$ cat src/rtc_calendar_pkg.sv
// Constants, register map and carrier types of the calendar clock.
// Assumes one AHB-Lite master and a 32.768 kHz tick in the bus domain.
package rtc_calendar_pkg;
  localparam int CLOCK_BYTES = 14;
  localparam int STORE_BYTES = 114;
  localparam int REG_BYTES = CLOCK_BYTES + STORE_BYTES;
  localparam int DIV_W = 15;

  // Byte indices; byte address is four times the index
  localparam logic [6:0] IDX_SEC = 7'h00;
  localparam logic [6:0] IDX_SEC_ALM = 7'h01;
  localparam logic [6:0] IDX_MIN = 7'h02;
  localparam logic [6:0] IDX_MIN_ALM = 7'h03;
  localparam logic [6:0] IDX_HR = 7'h04;
  localparam logic [6:0] IDX_HR_ALM = 7'h05;
  localparam logic [6:0] IDX_DOW = 7'h06;
  localparam logic [6:0] IDX_DOM = 7'h07;
  localparam logic [6:0] IDX_MON = 7'h08;
  localparam logic [6:0] IDX_YR = 7'h09;
  localparam logic [6:0] IDX_CTLA = 7'h0a;
  localparam logic [6:0] IDX_CTLB = 7'h0b;
  localparam logic [6:0] IDX_FLAGS = 7'h0c;
  localparam logic [6:0] IDX_POWER = 7'h0d;
  localparam logic [31:0] ADDR_INDEX_PORT = 32'h0000_0200;
  localparam logic [31:0] ADDR_DATA_PORT = 32'h0000_0204;

  // Control byte B, flag byte C, power byte D
  localparam int BIT_INHIBIT = 7;
  localparam int BIT_PERIODIC_EN = 6;
  localparam int BIT_ALARM_EN = 5;
  localparam int BIT_UPDATE_EN = 4;
  localparam int BIT_SQUARE_EN = 3;
  localparam int BIT_FORMAT = 2;
  localparam int BIT_HOUR24 = 1;
  localparam int BIT_DST_EN = 0;
  localparam int BIT_IRQ_FLAG = 7;
  localparam int BIT_PERIODIC_FLAG = 6;
  localparam int BIT_ALARM_FLAG = 5;
  localparam int BIT_UPDATE_FLAG = 4;
  localparam int BIT_POWER_OK = 7;

  localparam logic [7:0] BYTE_RST = 8'h00;
  localparam logic [2:0] DOW_RST = 3'h1;
  localparam logic [4:0] DOM_RST = 5'h01;
  localparam logic [3:0] MON_RST = 4'h1;

  typedef enum logic [1:0] {ACC_NONE, ACC_BYTE, ACC_INDEX} acc_kind_type;

  typedef struct packed {
    logic hsel;
    logic [31:0] haddr;
    logic [1:0] htrans;
    logic hwrite;
    logic [2:0] hsize;
    logic [31:0] hwdata;
  } ahb_req_type;

  typedef struct packed {
    logic [31:0] hrdata;
    logic hreadyout;
    logic hresp;
  } ahb_rsp_type;

  typedef struct packed {
    logic notebook_select;
    logic operational_select;
    logic clock_enable;
  } strap_type;

  typedef struct packed {
    logic [REG_BYTES-1:0][7:0] ram;
    logic [6:0] sec;
    logic [6:0] min;
    logic [4:0] hr;
    logic [2:0] dow;
    logic [4:0] dom;
    logic [3:0] mon;
    logic [6:0] yr;
    logic pending;
    logic fell_back;
    logic [DIV_W-1:0] div;
    logic square;
    logic [6:0] idx;
    logic wr_pend;
    acc_kind_type wr_kind;
    logic [6:0] wr_idx;
    logic [31:0] rdata;
    logic clk_en;
    logic notebook;
    logic operational;
  } rtc_state_type;
endpackage

$ cat src/rtc_calendar.sv
// Calendar clock with alarm, event flags and battery-backed storage.
// Assumes a synchronous 32.768 kHz tick and one AHB-Lite master.
// How it works
// - Straps sampled while chip reset held low
// - Clock runs only with enable strap low
// - Fourteen clock bytes plus 114 storage bytes
// - Power failure blocks every byte write
// - Alarm interrupt works on battery power
// - Inhibit bit stops counter to byte transfers
// - One bit picks BCD or binary
// - One bit picks 12 or 24 hours
// - Next update rewrites bytes in current format
// - Seconds and minutes span 0 to 59
// - Binary 12-hour: top bit marks afternoon
// - BCD 12-hour: 01-12 and 81-92
// - 24-hour hours: 00-17h binary, 00-23h BCD
// - Weekday counts 1 to 7, Sunday first
// - Calendar keeps a hundred-year span
// - February gains leap day automatically
// - Optional daylight saving time shift
// - Periodic, alarm and update-ended event flags
// - Enabled event raises request and request flag, update not when inhibited
// - Flag read clears flags, releases interrupt
// - Rate field picks tap; zero disables
// - Alarm compare with top-two-bits don't-care
`timescale 1ns/1ps
module rtc_calendar
  import rtc_calendar_pkg::*;
(
  input wire logic clock,
  input wire logic nrst,
  input wire logic chip_reset_n,
  input wire strap_type straps,
  input wire logic main_power_good,
  input wire logic timebase_tick,
  input wire logic clock_chip_select_n,
  input wire ahb_req_type ahb_req,
  input wire logic hready,
  output ahb_rsp_type ahb_rsp,
  output logic square_wave_out,
  output logic irq_n_out,
  output logic irq_drive_n,
  output logic clock_enabled,
  output logic notebook_mode,
  output logic operational_mode
);
  rtc_state_type state_r, state_nxt;
  logic [7:0] ctl_b, rbyte, e_sec, e_min, e_hr;
  logic [6:0] b_sec, b_min, b_yr, n_sec, n_min, n_yr, aidx;
  logic [4:0] b_hr, b_dom, n_hr, n_dom;
  logic [3:0] b_mon, n_mon, rate, expo;
  logic [2:0] b_dow, n_dow;
  logic [DIV_W-1:0] mask;
  logic bin, h24, tick, upd, per, n_fell;
  logic alarm_hit, req, accept, rd_flags;
  acc_kind_type kind;
  function automatic logic [7:0] enc(input logic [6:0] v, input logic b);
    logic [6:0] t;
    logic [6:0] o;
    t = v / 7'd10;
    o = v % 7'd10;
    enc = b ? {1'b0, v} : {t[3:0], o[3:0]};
  endfunction

  function automatic logic [6:0] dec(input logic [7:0] v, input logic b);
    logic [6:0] t;
    t = {3'h0, v[7:4]};
    dec = b ? v[6:0] : 7'(t * 7'd10 + {3'h0, v[3:0]});
  endfunction

  function automatic logic [7:0] enc_hr(input logic [4:0] h,
                                        input logic b, input logic f24);
    logic [4:0] h12;
    logic [7:0] e;
    h12 = (h == 5'd0) ? 5'd12 : ((h > 5'd12) ? 5'(h - 5'd12) : h);
    e = enc({2'h0, h12}, b);
    if (f24) begin
      enc_hr = enc({2'h0, h}, b);
    end else begin
      enc_hr = {(h >= 5'd12), e[6:0]};
    end
  endfunction

  function automatic logic [4:0] dec_hr(input logic [7:0] v,
                                        input logic b, input logic f24);
    logic [6:0] d;
    logic [4:0] h;
    d = dec(f24 ? v : {1'b0, v[6:0]}, b);
    h = d[4:0];
    if (f24) begin
      dec_hr = h;
    end else begin
      dec_hr = 5'(((h == 5'd12) ? 5'd0 : h) + (v[7] ? 5'd12 : 5'd0));
    end
  endfunction

  function automatic logic [4:0] month_days(input logic [3:0] m,
                                            input logic [6:0] y);
    case (m)
      4'd4, 4'd6, 4'd9, 4'd11: month_days = 5'd30;
      4'd2: month_days = (y[1:0] == 2'h0) ? 5'd29 : 5'd28;
      default: month_days = 5'd31;
    endcase
  endfunction

  function automatic logic [3:0] rate_expo(input logic [3:0] c);
    if (c == 4'h0) begin
      rate_expo = 4'h0;
    end else if (c < 4'h3) begin
      rate_expo = 4'(c + 4'h6);
    end else begin
      rate_expo = 4'(c - 4'h1);
    end
  endfunction

  always_comb begin
    state_nxt = state_r;
    if (!chip_reset_n) begin
      state_nxt.clk_en = !straps.clock_enable;
      state_nxt.notebook = !straps.notebook_select;
      state_nxt.operational = straps.operational_select;
    end
    ctl_b = state_r.ram[IDX_CTLB];
    bin = ctl_b[BIT_FORMAT];
    h24 = ctl_b[BIT_HOUR24];
    rate = state_r.ram[IDX_CTLA][3:0];
    expo = rate_expo(rate);
    mask = DIV_W'((16'h0001 << expo) - 16'h0001);
    tick = state_r.clk_en && timebase_tick;
    if (tick) begin
      state_nxt.div = DIV_W'(state_r.div + 1'b1);
    end
    upd = tick && (state_r.div == {DIV_W{1'b1}});
    per = tick && (rate != 4'h0) && ((state_r.div & mask) == mask);
    state_nxt.square = (rate != 4'h0) && ctl_b[BIT_SQUARE_EN] &&
                       (|(state_nxt.div & (mask ^ (mask >> 1))));
    // Pick up host-written time once transfers are allowed
    if (state_r.pending && !ctl_b[BIT_INHIBIT]) begin
      b_sec = dec(state_r.ram[IDX_SEC], bin);
      b_min = dec(state_r.ram[IDX_MIN], bin);
      b_hr = dec_hr(state_r.ram[IDX_HR], bin, h24);
      b_dow = state_r.ram[IDX_DOW][2:0];
      b_dom = 5'(dec(state_r.ram[IDX_DOM], bin));
      b_mon = 4'(dec(state_r.ram[IDX_MON], bin));
      b_yr = dec(state_r.ram[IDX_YR], bin);
    end else begin
      b_sec = state_r.sec;
      b_min = state_r.min;
      b_hr = state_r.hr;
      b_dow = state_r.dow;
      b_dom = state_r.dom;
      b_mon = state_r.mon;
      b_yr = state_r.yr;
    end
    n_sec = b_sec;
    n_min = b_min;
    n_hr = b_hr;
    n_dow = b_dow;
    n_dom = b_dom;
    n_mon = b_mon;
    n_yr = b_yr;
    n_fell = state_r.fell_back;
    if (b_sec < 7'd59) begin
      n_sec = 7'(b_sec + 7'd1);
    end else begin
      n_sec = 7'd0;
      if (b_min < 7'd59) begin
        n_min = 7'(b_min + 7'd1);
      end else begin
        n_min = 7'd0;
        if (ctl_b[BIT_DST_EN] && b_mon == 4'd4 && b_dow == 3'd1 &&
            b_dom <= 5'd7 && b_hr == 5'd1) begin
          n_hr = 5'd3;
        end else if (ctl_b[BIT_DST_EN] && b_mon == 4'd10 &&
                     b_dow == 3'd1 && b_dom >= 5'd25 && b_hr == 5'd1 &&
                     !state_r.fell_back) begin
          n_hr = 5'd1;
          n_fell = 1'b1;
        end else if (b_hr < 5'd23) begin
          n_hr = 5'(b_hr + 5'd1);
          n_fell = 1'b0;
        end else begin
          n_hr = 5'd0;
          n_dow = (b_dow >= 3'd7) ? 3'd1 : 3'(b_dow + 3'd1);
          if (b_dom < month_days(b_mon, b_yr)) begin
            n_dom = 5'(b_dom + 5'd1);
          end else begin
            n_dom = 5'd1;
            if (b_mon < 4'd12) begin
              n_mon = 4'(b_mon + 4'd1);
            end else begin
              n_mon = 4'd1;
              n_yr = (b_yr >= 7'd99) ? 7'd0 : 7'(b_yr + 7'd1);
            end
          end
        end
      end
    end
    e_sec = enc(n_sec, bin);
    e_min = enc(n_min, bin);
    e_hr = enc_hr(n_hr, bin, h24);
    alarm_hit = (state_r.ram[IDX_SEC_ALM][7:6] == 2'h3 ||
                 state_r.ram[IDX_SEC_ALM] == e_sec) &&
                (state_r.ram[IDX_MIN_ALM][7:6] == 2'h3 ||
                 state_r.ram[IDX_MIN_ALM] == e_min) &&
                (state_r.ram[IDX_HR_ALM][7:6] == 2'h3 ||
                 state_r.ram[IDX_HR_ALM] == e_hr);
    if (upd) begin
      state_nxt.sec = n_sec;
      state_nxt.min = n_min;
      state_nxt.hr = n_hr;
      state_nxt.dow = n_dow;
      state_nxt.dom = n_dom;
      state_nxt.mon = n_mon;
      state_nxt.yr = n_yr;
      state_nxt.fell_back = n_fell;
      if (!ctl_b[BIT_INHIBIT]) begin
        state_nxt.pending = 1'b0;
        state_nxt.ram[IDX_SEC] = e_sec;
        state_nxt.ram[IDX_MIN] = e_min;
        state_nxt.ram[IDX_HR] = e_hr;
        state_nxt.ram[IDX_DOW] = {5'h00, n_dow};
        state_nxt.ram[IDX_DOM] = enc({2'h0, n_dom}, bin);
        state_nxt.ram[IDX_MON] = enc({3'h0, n_mon}, bin);
        state_nxt.ram[IDX_YR] = enc(n_yr, bin);
      end
    end
    // Data phase of a write
    if (state_r.wr_pend && state_r.clk_en) begin
      if (state_r.wr_kind == ACC_INDEX) begin
        state_nxt.idx = ahb_req.hwdata[6:0];
      end else if (state_r.wr_kind == ACC_BYTE && main_power_good) begin
        if (state_r.wr_idx == IDX_CTLA) begin
          state_nxt.ram[IDX_CTLA] = {1'b0, ahb_req.hwdata[6:0]};
        end else if (state_r.wr_idx != IDX_FLAGS &&
                     state_r.wr_idx != IDX_POWER) begin
          state_nxt.ram[state_r.wr_idx] = ahb_req.hwdata[7:0];
        end
        if (state_r.wr_idx == IDX_SEC || state_r.wr_idx == IDX_MIN ||
            state_r.wr_idx == IDX_HR ||
            (state_r.wr_idx >= IDX_DOW && state_r.wr_idx <= IDX_YR)) begin
          state_nxt.pending = 1'b1;
        end
      end
    end
    // Address phase
    accept = ahb_req.hsel && ahb_req.htrans[1] && hready &&
             !clock_chip_select_n;
    if (ahb_req.haddr[31:9] == 23'h0) begin
      kind = ACC_BYTE;
      aidx = ahb_req.haddr[8:2];
    end else if (ahb_req.haddr == ADDR_INDEX_PORT) begin
      kind = ACC_INDEX;
      aidx = state_nxt.idx;
    end else if (ahb_req.haddr == ADDR_DATA_PORT) begin
      kind = ACC_BYTE;
      aidx = state_nxt.idx;
    end else begin
      kind = ACC_NONE;
      aidx = 7'h00;
    end
    if (kind == ACC_INDEX) begin
      rbyte = {1'b0, state_nxt.idx};
    end else if (aidx == IDX_POWER) begin
      rbyte = {main_power_good, 7'h00};
    end else begin
      rbyte = state_nxt.ram[aidx];
    end
    rd_flags = accept && !ahb_req.hwrite && kind == ACC_BYTE &&
               aidx == IDX_FLAGS && state_r.clk_en;
    state_nxt.wr_pend = accept && ahb_req.hwrite;
    state_nxt.wr_kind = accept ? kind : ACC_NONE;
    state_nxt.wr_idx = aidx;
    if (accept && !ahb_req.hwrite) begin
      state_nxt.rdata = (kind == ACC_NONE || !state_r.clk_en) ? 32'h0 :
                        {24'h000000, rbyte};
    end
    if (rd_flags) begin
      state_nxt.ram[IDX_FLAGS] = BYTE_RST;
    end
    // Event sets come last so a same-cycle read cannot lose them
    req = (per && ctl_b[BIT_PERIODIC_EN]) ||
          (upd && alarm_hit && ctl_b[BIT_ALARM_EN]) ||
          (upd && ctl_b[BIT_UPDATE_EN] && !ctl_b[BIT_INHIBIT]);
    if (per) begin
      state_nxt.ram[IDX_FLAGS][BIT_PERIODIC_FLAG] = 1'b1;
    end
    if (upd) begin
      state_nxt.ram[IDX_FLAGS][BIT_UPDATE_FLAG] = 1'b1;
    end
    if (upd && alarm_hit) begin
      state_nxt.ram[IDX_FLAGS][BIT_ALARM_FLAG] = 1'b1;
    end
    if (req) begin
      state_nxt.ram[IDX_FLAGS][BIT_IRQ_FLAG] = 1'b1;
    end
  end

  always_ff @(posedge clock or negedge nrst) begin
    if (!nrst) begin
      state_r <= '0;
      state_r.dow <= DOW_RST;
      state_r.dom <= DOM_RST;
      state_r.mon <= MON_RST;
    end else begin
      state_r <= state_nxt;
    end
  end

  assign ahb_rsp.hrdata = state_r.rdata;
  assign ahb_rsp.hreadyout = 1'b1;
  assign ahb_rsp.hresp = 1'b0;
  assign square_wave_out = state_r.square;
  assign irq_n_out = 1'b0;
  assign irq_drive_n = !state_r.ram[IDX_FLAGS][BIT_IRQ_FLAG];
  assign clock_enabled = state_r.clk_en;
  assign notebook_mode = state_r.notebook;
  assign operational_mode = state_r.operational;
endmodule // rtc_calendar

$ cat config.mk
export PLATFORM = sky130hd
export DESIGN_NAME = rtc_calendar
export DESIGN_NICKNAME = d
export VERILOG_FILES = /design/src/rtc_calendar_pkg.sv /design/src/rtc_calendar.sv
export SDC_FILE = /design/constraint.sdc
export NUM_CORES = 2
export LEC_CHECK = 0
export BUFFER_PORTS_ARGS = -buffer_cell sky130_fd_sc_hd__buf_2
export CAP_MARGIN = 20
export CORE_MARGIN = 5
export CORE_UTILIZATION = 50
export DETAILED_ROUTE_END_ITERATION = 8
export HOLD_SLACK_MARGIN = 0.1
export PLACE_DENSITY = 0.68
export SLEW_MARGIN = 40
export SYNTH_ARGS = -nofsm -noshare
export SYNTH_HDL_FRONTEND = slang
export SYNTH_SLANG_ARGS = --single-unit
$ cat constraint.sdc
create_clock -name clock -period 8.94 [get_ports clock]
set_clock_uncertainty 0.05 [all_clocks]
set_input_delay 0.894 -clock clock [delete_from_list [all_inputs] [get_ports clock]]
set_output_delay 0.894 -clock clock [all_outputs]
set_load 0.02 [all_outputs]
==> results.py <==
metrics = {
    "synth": {
        "syn_area_per_cell_um2": 10.4,
        "yosysTopAreaCellShare": 0.456,
        "yosys_warnings": 0,
        "synthCells": 5828,
        "synth_seq_area_share": 0.457,
        "ys_ff_latch": 1108,
        "synthFlopType": "dfrtp_1",
        "yosysUniqueCellTypes": 120,
        "synth_edf_count": 0,
        "synth_top_cell_by_area": "dfrtp_1",
        "synth_area_leaders": "dfrtp_1, mux2_2, mux2i_1",
        "synthArstFlopShare": 1.00,
        "synth_area_um2": 60700,
    },
    "setup_path": {
        "r2r_cells": 33,
        "crit_required_ns": 9.54,
        "reg2reg_slack_ns": 0.48,
        "r2r-end": "state_r[211]$_DFF_PN0_",
        "cp-end-kind": "flop",
        "crit_path_max_fanout": 10,
        "start_kind": "flop",
        "crit_path_max_incr_delay_ns": 0.53,
        "crit_slowest_cell": "xnor3_1",
        "arrival_ns": 9.06,
        "r2r_start": "state_r[144]$_DFF_PN0_",
        "crit_type": "reg2reg",
    },
    "routing": {
        "drc_errors": 0,
        "vias": 48115,
        "via_per_inst": 6.45,
        "antenna_left": 0,
        "dr.pass1.iters": 6,
        "post_drt_wl_per_cell_um": 26.2,
        "drt_iter0_drc": 5326,
        "drt-total-wl_um": 195000,
    },
    "grt": {
        "first_global_vias": 46888,
        "grt_pass1_wl_um": 296000,
        "grt-ovfl-total": 0,
        "grt_use_met3": 0.0714,
        "grt_util_met2": 0.447,
        "grt_use_total": 0.298,
        "grt_max_degree": 156,
        "antenna_found_initial": 6,
        "met1_usage": 0.412,
        "grt_busiest_layer": "met2",
    },
    "layout": {
        "final_cell_mix": "dfrtp_1, mux2_2, nor2_1",
        "instances_no_fill": 7463,
        "drive_above_1_share": 0.236,
        "area_delta_synth_final_pct": 10.4,
        "layout_commonest_cell": "dfrtp_1",
        "final_util": 0.557,
        "nNetsFinal": 5906,
    },
    "min_path": {
        "min_from": "straps[2]",
        "whs_endpoint": "notebook_mode$_DFFE_PN0N_",
        "hold_class": "in2reg",
        "hold_depth": 2,
    },
    "die": {
        "initial_core_util": 0.504,
        "core_area_um2": 120000,
        "die_area_um2": 128000,
        "die_h_um": 358,
        "fp.dieW_um": 358,
        "io_pins": 121,
        "row_count": 127,
    },
    "cts": {
        "cts_max_path_buffers": 3,
        "h-tree-depth": 3,
        "clk_pin_slew_worst_paths_ns": 0.06,
        "tritoncts": "built",
        "root_buffer": "clkbuf_16",
        "cts_sinks": 1108,
        "insertion_delay_ns": 0.77,
        "numCtsBuffers": 119,
    },
    "sta": {
        "slew_viol_final": 0,
        "finalSetupViolations": 0,
        "fmax_mhz": 118,
        "relSlewSlack": 0.366,
        "fin_crit_sh": 0.946,
        "tns_ns": 0,
        "tightest_slew_ns": 0.951,
        "fin_crit_ns": 8.46,
        "finalHoldViolCount": 0,
    },
    "placed_design": {
        "io_buffers": 65,
        "hpwl_um": 127000,
        "place_inst": 7232,
        "gp_congestion": 0.951,
    },
    "outcome": {
        "status": "completed",
    },
    "power": {
        "total_power_mw": 10.4,
        "switching_share": 0.232,
        "p_int_mw": 7.96,
        "p_clk_frac": 0.485,
        "power.density_nw_per_um2": 155,
        "p_comb_frac": 0.028,
        "cellLeakagePower_nw": 32.3,
        "vdd.ir_drop.worst_mv": 0.160,
        "p_seq_frac": 0.487,
        "p_sw_mw": 2.41,
    },
    "flow_run": {
        "drv_cap": 0,
    },
}
-- cell families after synthesis --
family | share of synthesized area
AND/OR/NAND/NOR | 0.135
AO/OA/AOI/OAI | 0.135
flip-flops | 0.457
multiplexers | 0.205
buffers and inverters | 0.0393
adder cells (fa/ha/maj) | 0.0180
XOR/XNOR | 0.0102
other | 0.000124
-- worst max-delay path, delay by kind of cell (launching register included) --
kind	cells	cell delay (ns)
XOR/XNOR	3	0.89
AO/OA/AOI/OAI	15	3.52
buffers and inverters	2	0.20
flip-flops	1	0.46
adder cells (fa/ha/maj)	7	2.04
AND/OR/NAND/NOR	6	1.19
-- worst max-delay path by stage --
stage                                 from                     end  slack [ns]  depth (start not counted)
floorplan               ctl_b[2]$_DFF_PN0_  state_r[211]$_DFF_PN0_        0.10                         39
finish              state_r[144]$_DFF_PN0_  state_r[211]$_DFF_PN0_        0.48                         33
detailed placement  state_r[144]$_DFF_PN0_  state_r[209]$_DFF_PN0_        0.33                         33
CTS                 state_r[144]$_DFF_PN0_  state_r[211]$_DFF_PN0_        0.25                         33
global route        state_r[144]$_DFF_PN0_  state_r[209]$_DFF_PN0_      -0.002                         35
global placement    state_r[144]$_DFF_PN0_  state_r[211]$_DFF_PN0_        0.35                         33
-- repair_timing --
action,in CTS,in global routing
setup endpoints to repair,0,10
hold buffers,1,0
buffers inserted,0,1
endpoints found under the hold margin,3,0
resized for setup,0,11
-- state kept, by name (all words and copies together), names as in the netlist --
register          count
square_wave_out       1
ahb_rsp               8
clock_enabled         1
operational_mode      1
ctl_b                 8
rate                  4
state_r            1084
notebook_mode         1
-- cell type report --
cell class	count	area, um2
Inverter	95	374
Sequential cell	1108	27700
Fill cell	10397	53300
Antenna cell	3	7.51
Clock buffer	173	3530
Tap cell	1612	2020
Timing Repair Buffer	240	1980
Clock inverter	49	459
Multi-Input combinational cell	4183	30800
-- layer usage --
| layer | vias to the layer above | share of wire |
|---|---|---|
| met1 | 24107 | 0.41 |
| li1 | 21010 | - |
| met3 | 592 | 0.098 |
| met2 | 2402 | 0.44 |
| met4 | 4 | 0.053 |
| met5 | - | 0.000097 |
-- synthesized netlist by cell type, types with 28 or more instances --
library cell / number
ha_1: 68
nor2_1: 654
dfrtp_1: 1105
mux4_2: 49
a22o_1: 100
inv_1: 87
clkbuf_1: 308
and3_1: 28
or3_1: 73
mux2i_1: 266
buf_4: 38
xnor2_1: 39
mux2_2: 767
a32o_1: 45
nor4_1: 32
buf_2: 74
a211oi_1: 52
a31oi_1: 45
nor3_1: 178
buf_1: 42
a21oi_1: 139
nand2_1: 548
nand2b_1: 61
o311ai_0: 52
nand3_1: 87
o21ai_0: 250
o211ai_1: 96
-- through the flow --
stage	area, um2	setup slack, ns	hold slack [ns]
floorplan	60800	0.101	0.375
global placement	62700	0.354	0.312
detailed placement	62800	0.326	0.313
CTS	66800	0.248	0.238
global route	66900	-0.00207	0.265
finish	66900	0.484	0.279
-- power by group through the flow --
stage / clock [mW] / combinational [mW] / sequential [mW]
after global placement: 0 / 0.277 / 5.14
final: 5.03 / 0.288 / 5.05
after CTS: 5.09 / 0.284 / 5.05
after detailed placement: 0 / 0.283 / 5.14
after floorplan: 0 / 0.0972 / 5.14
after global routing: 5.29 / 0.316 / 5.05
(Power assumes the default switching activity.)
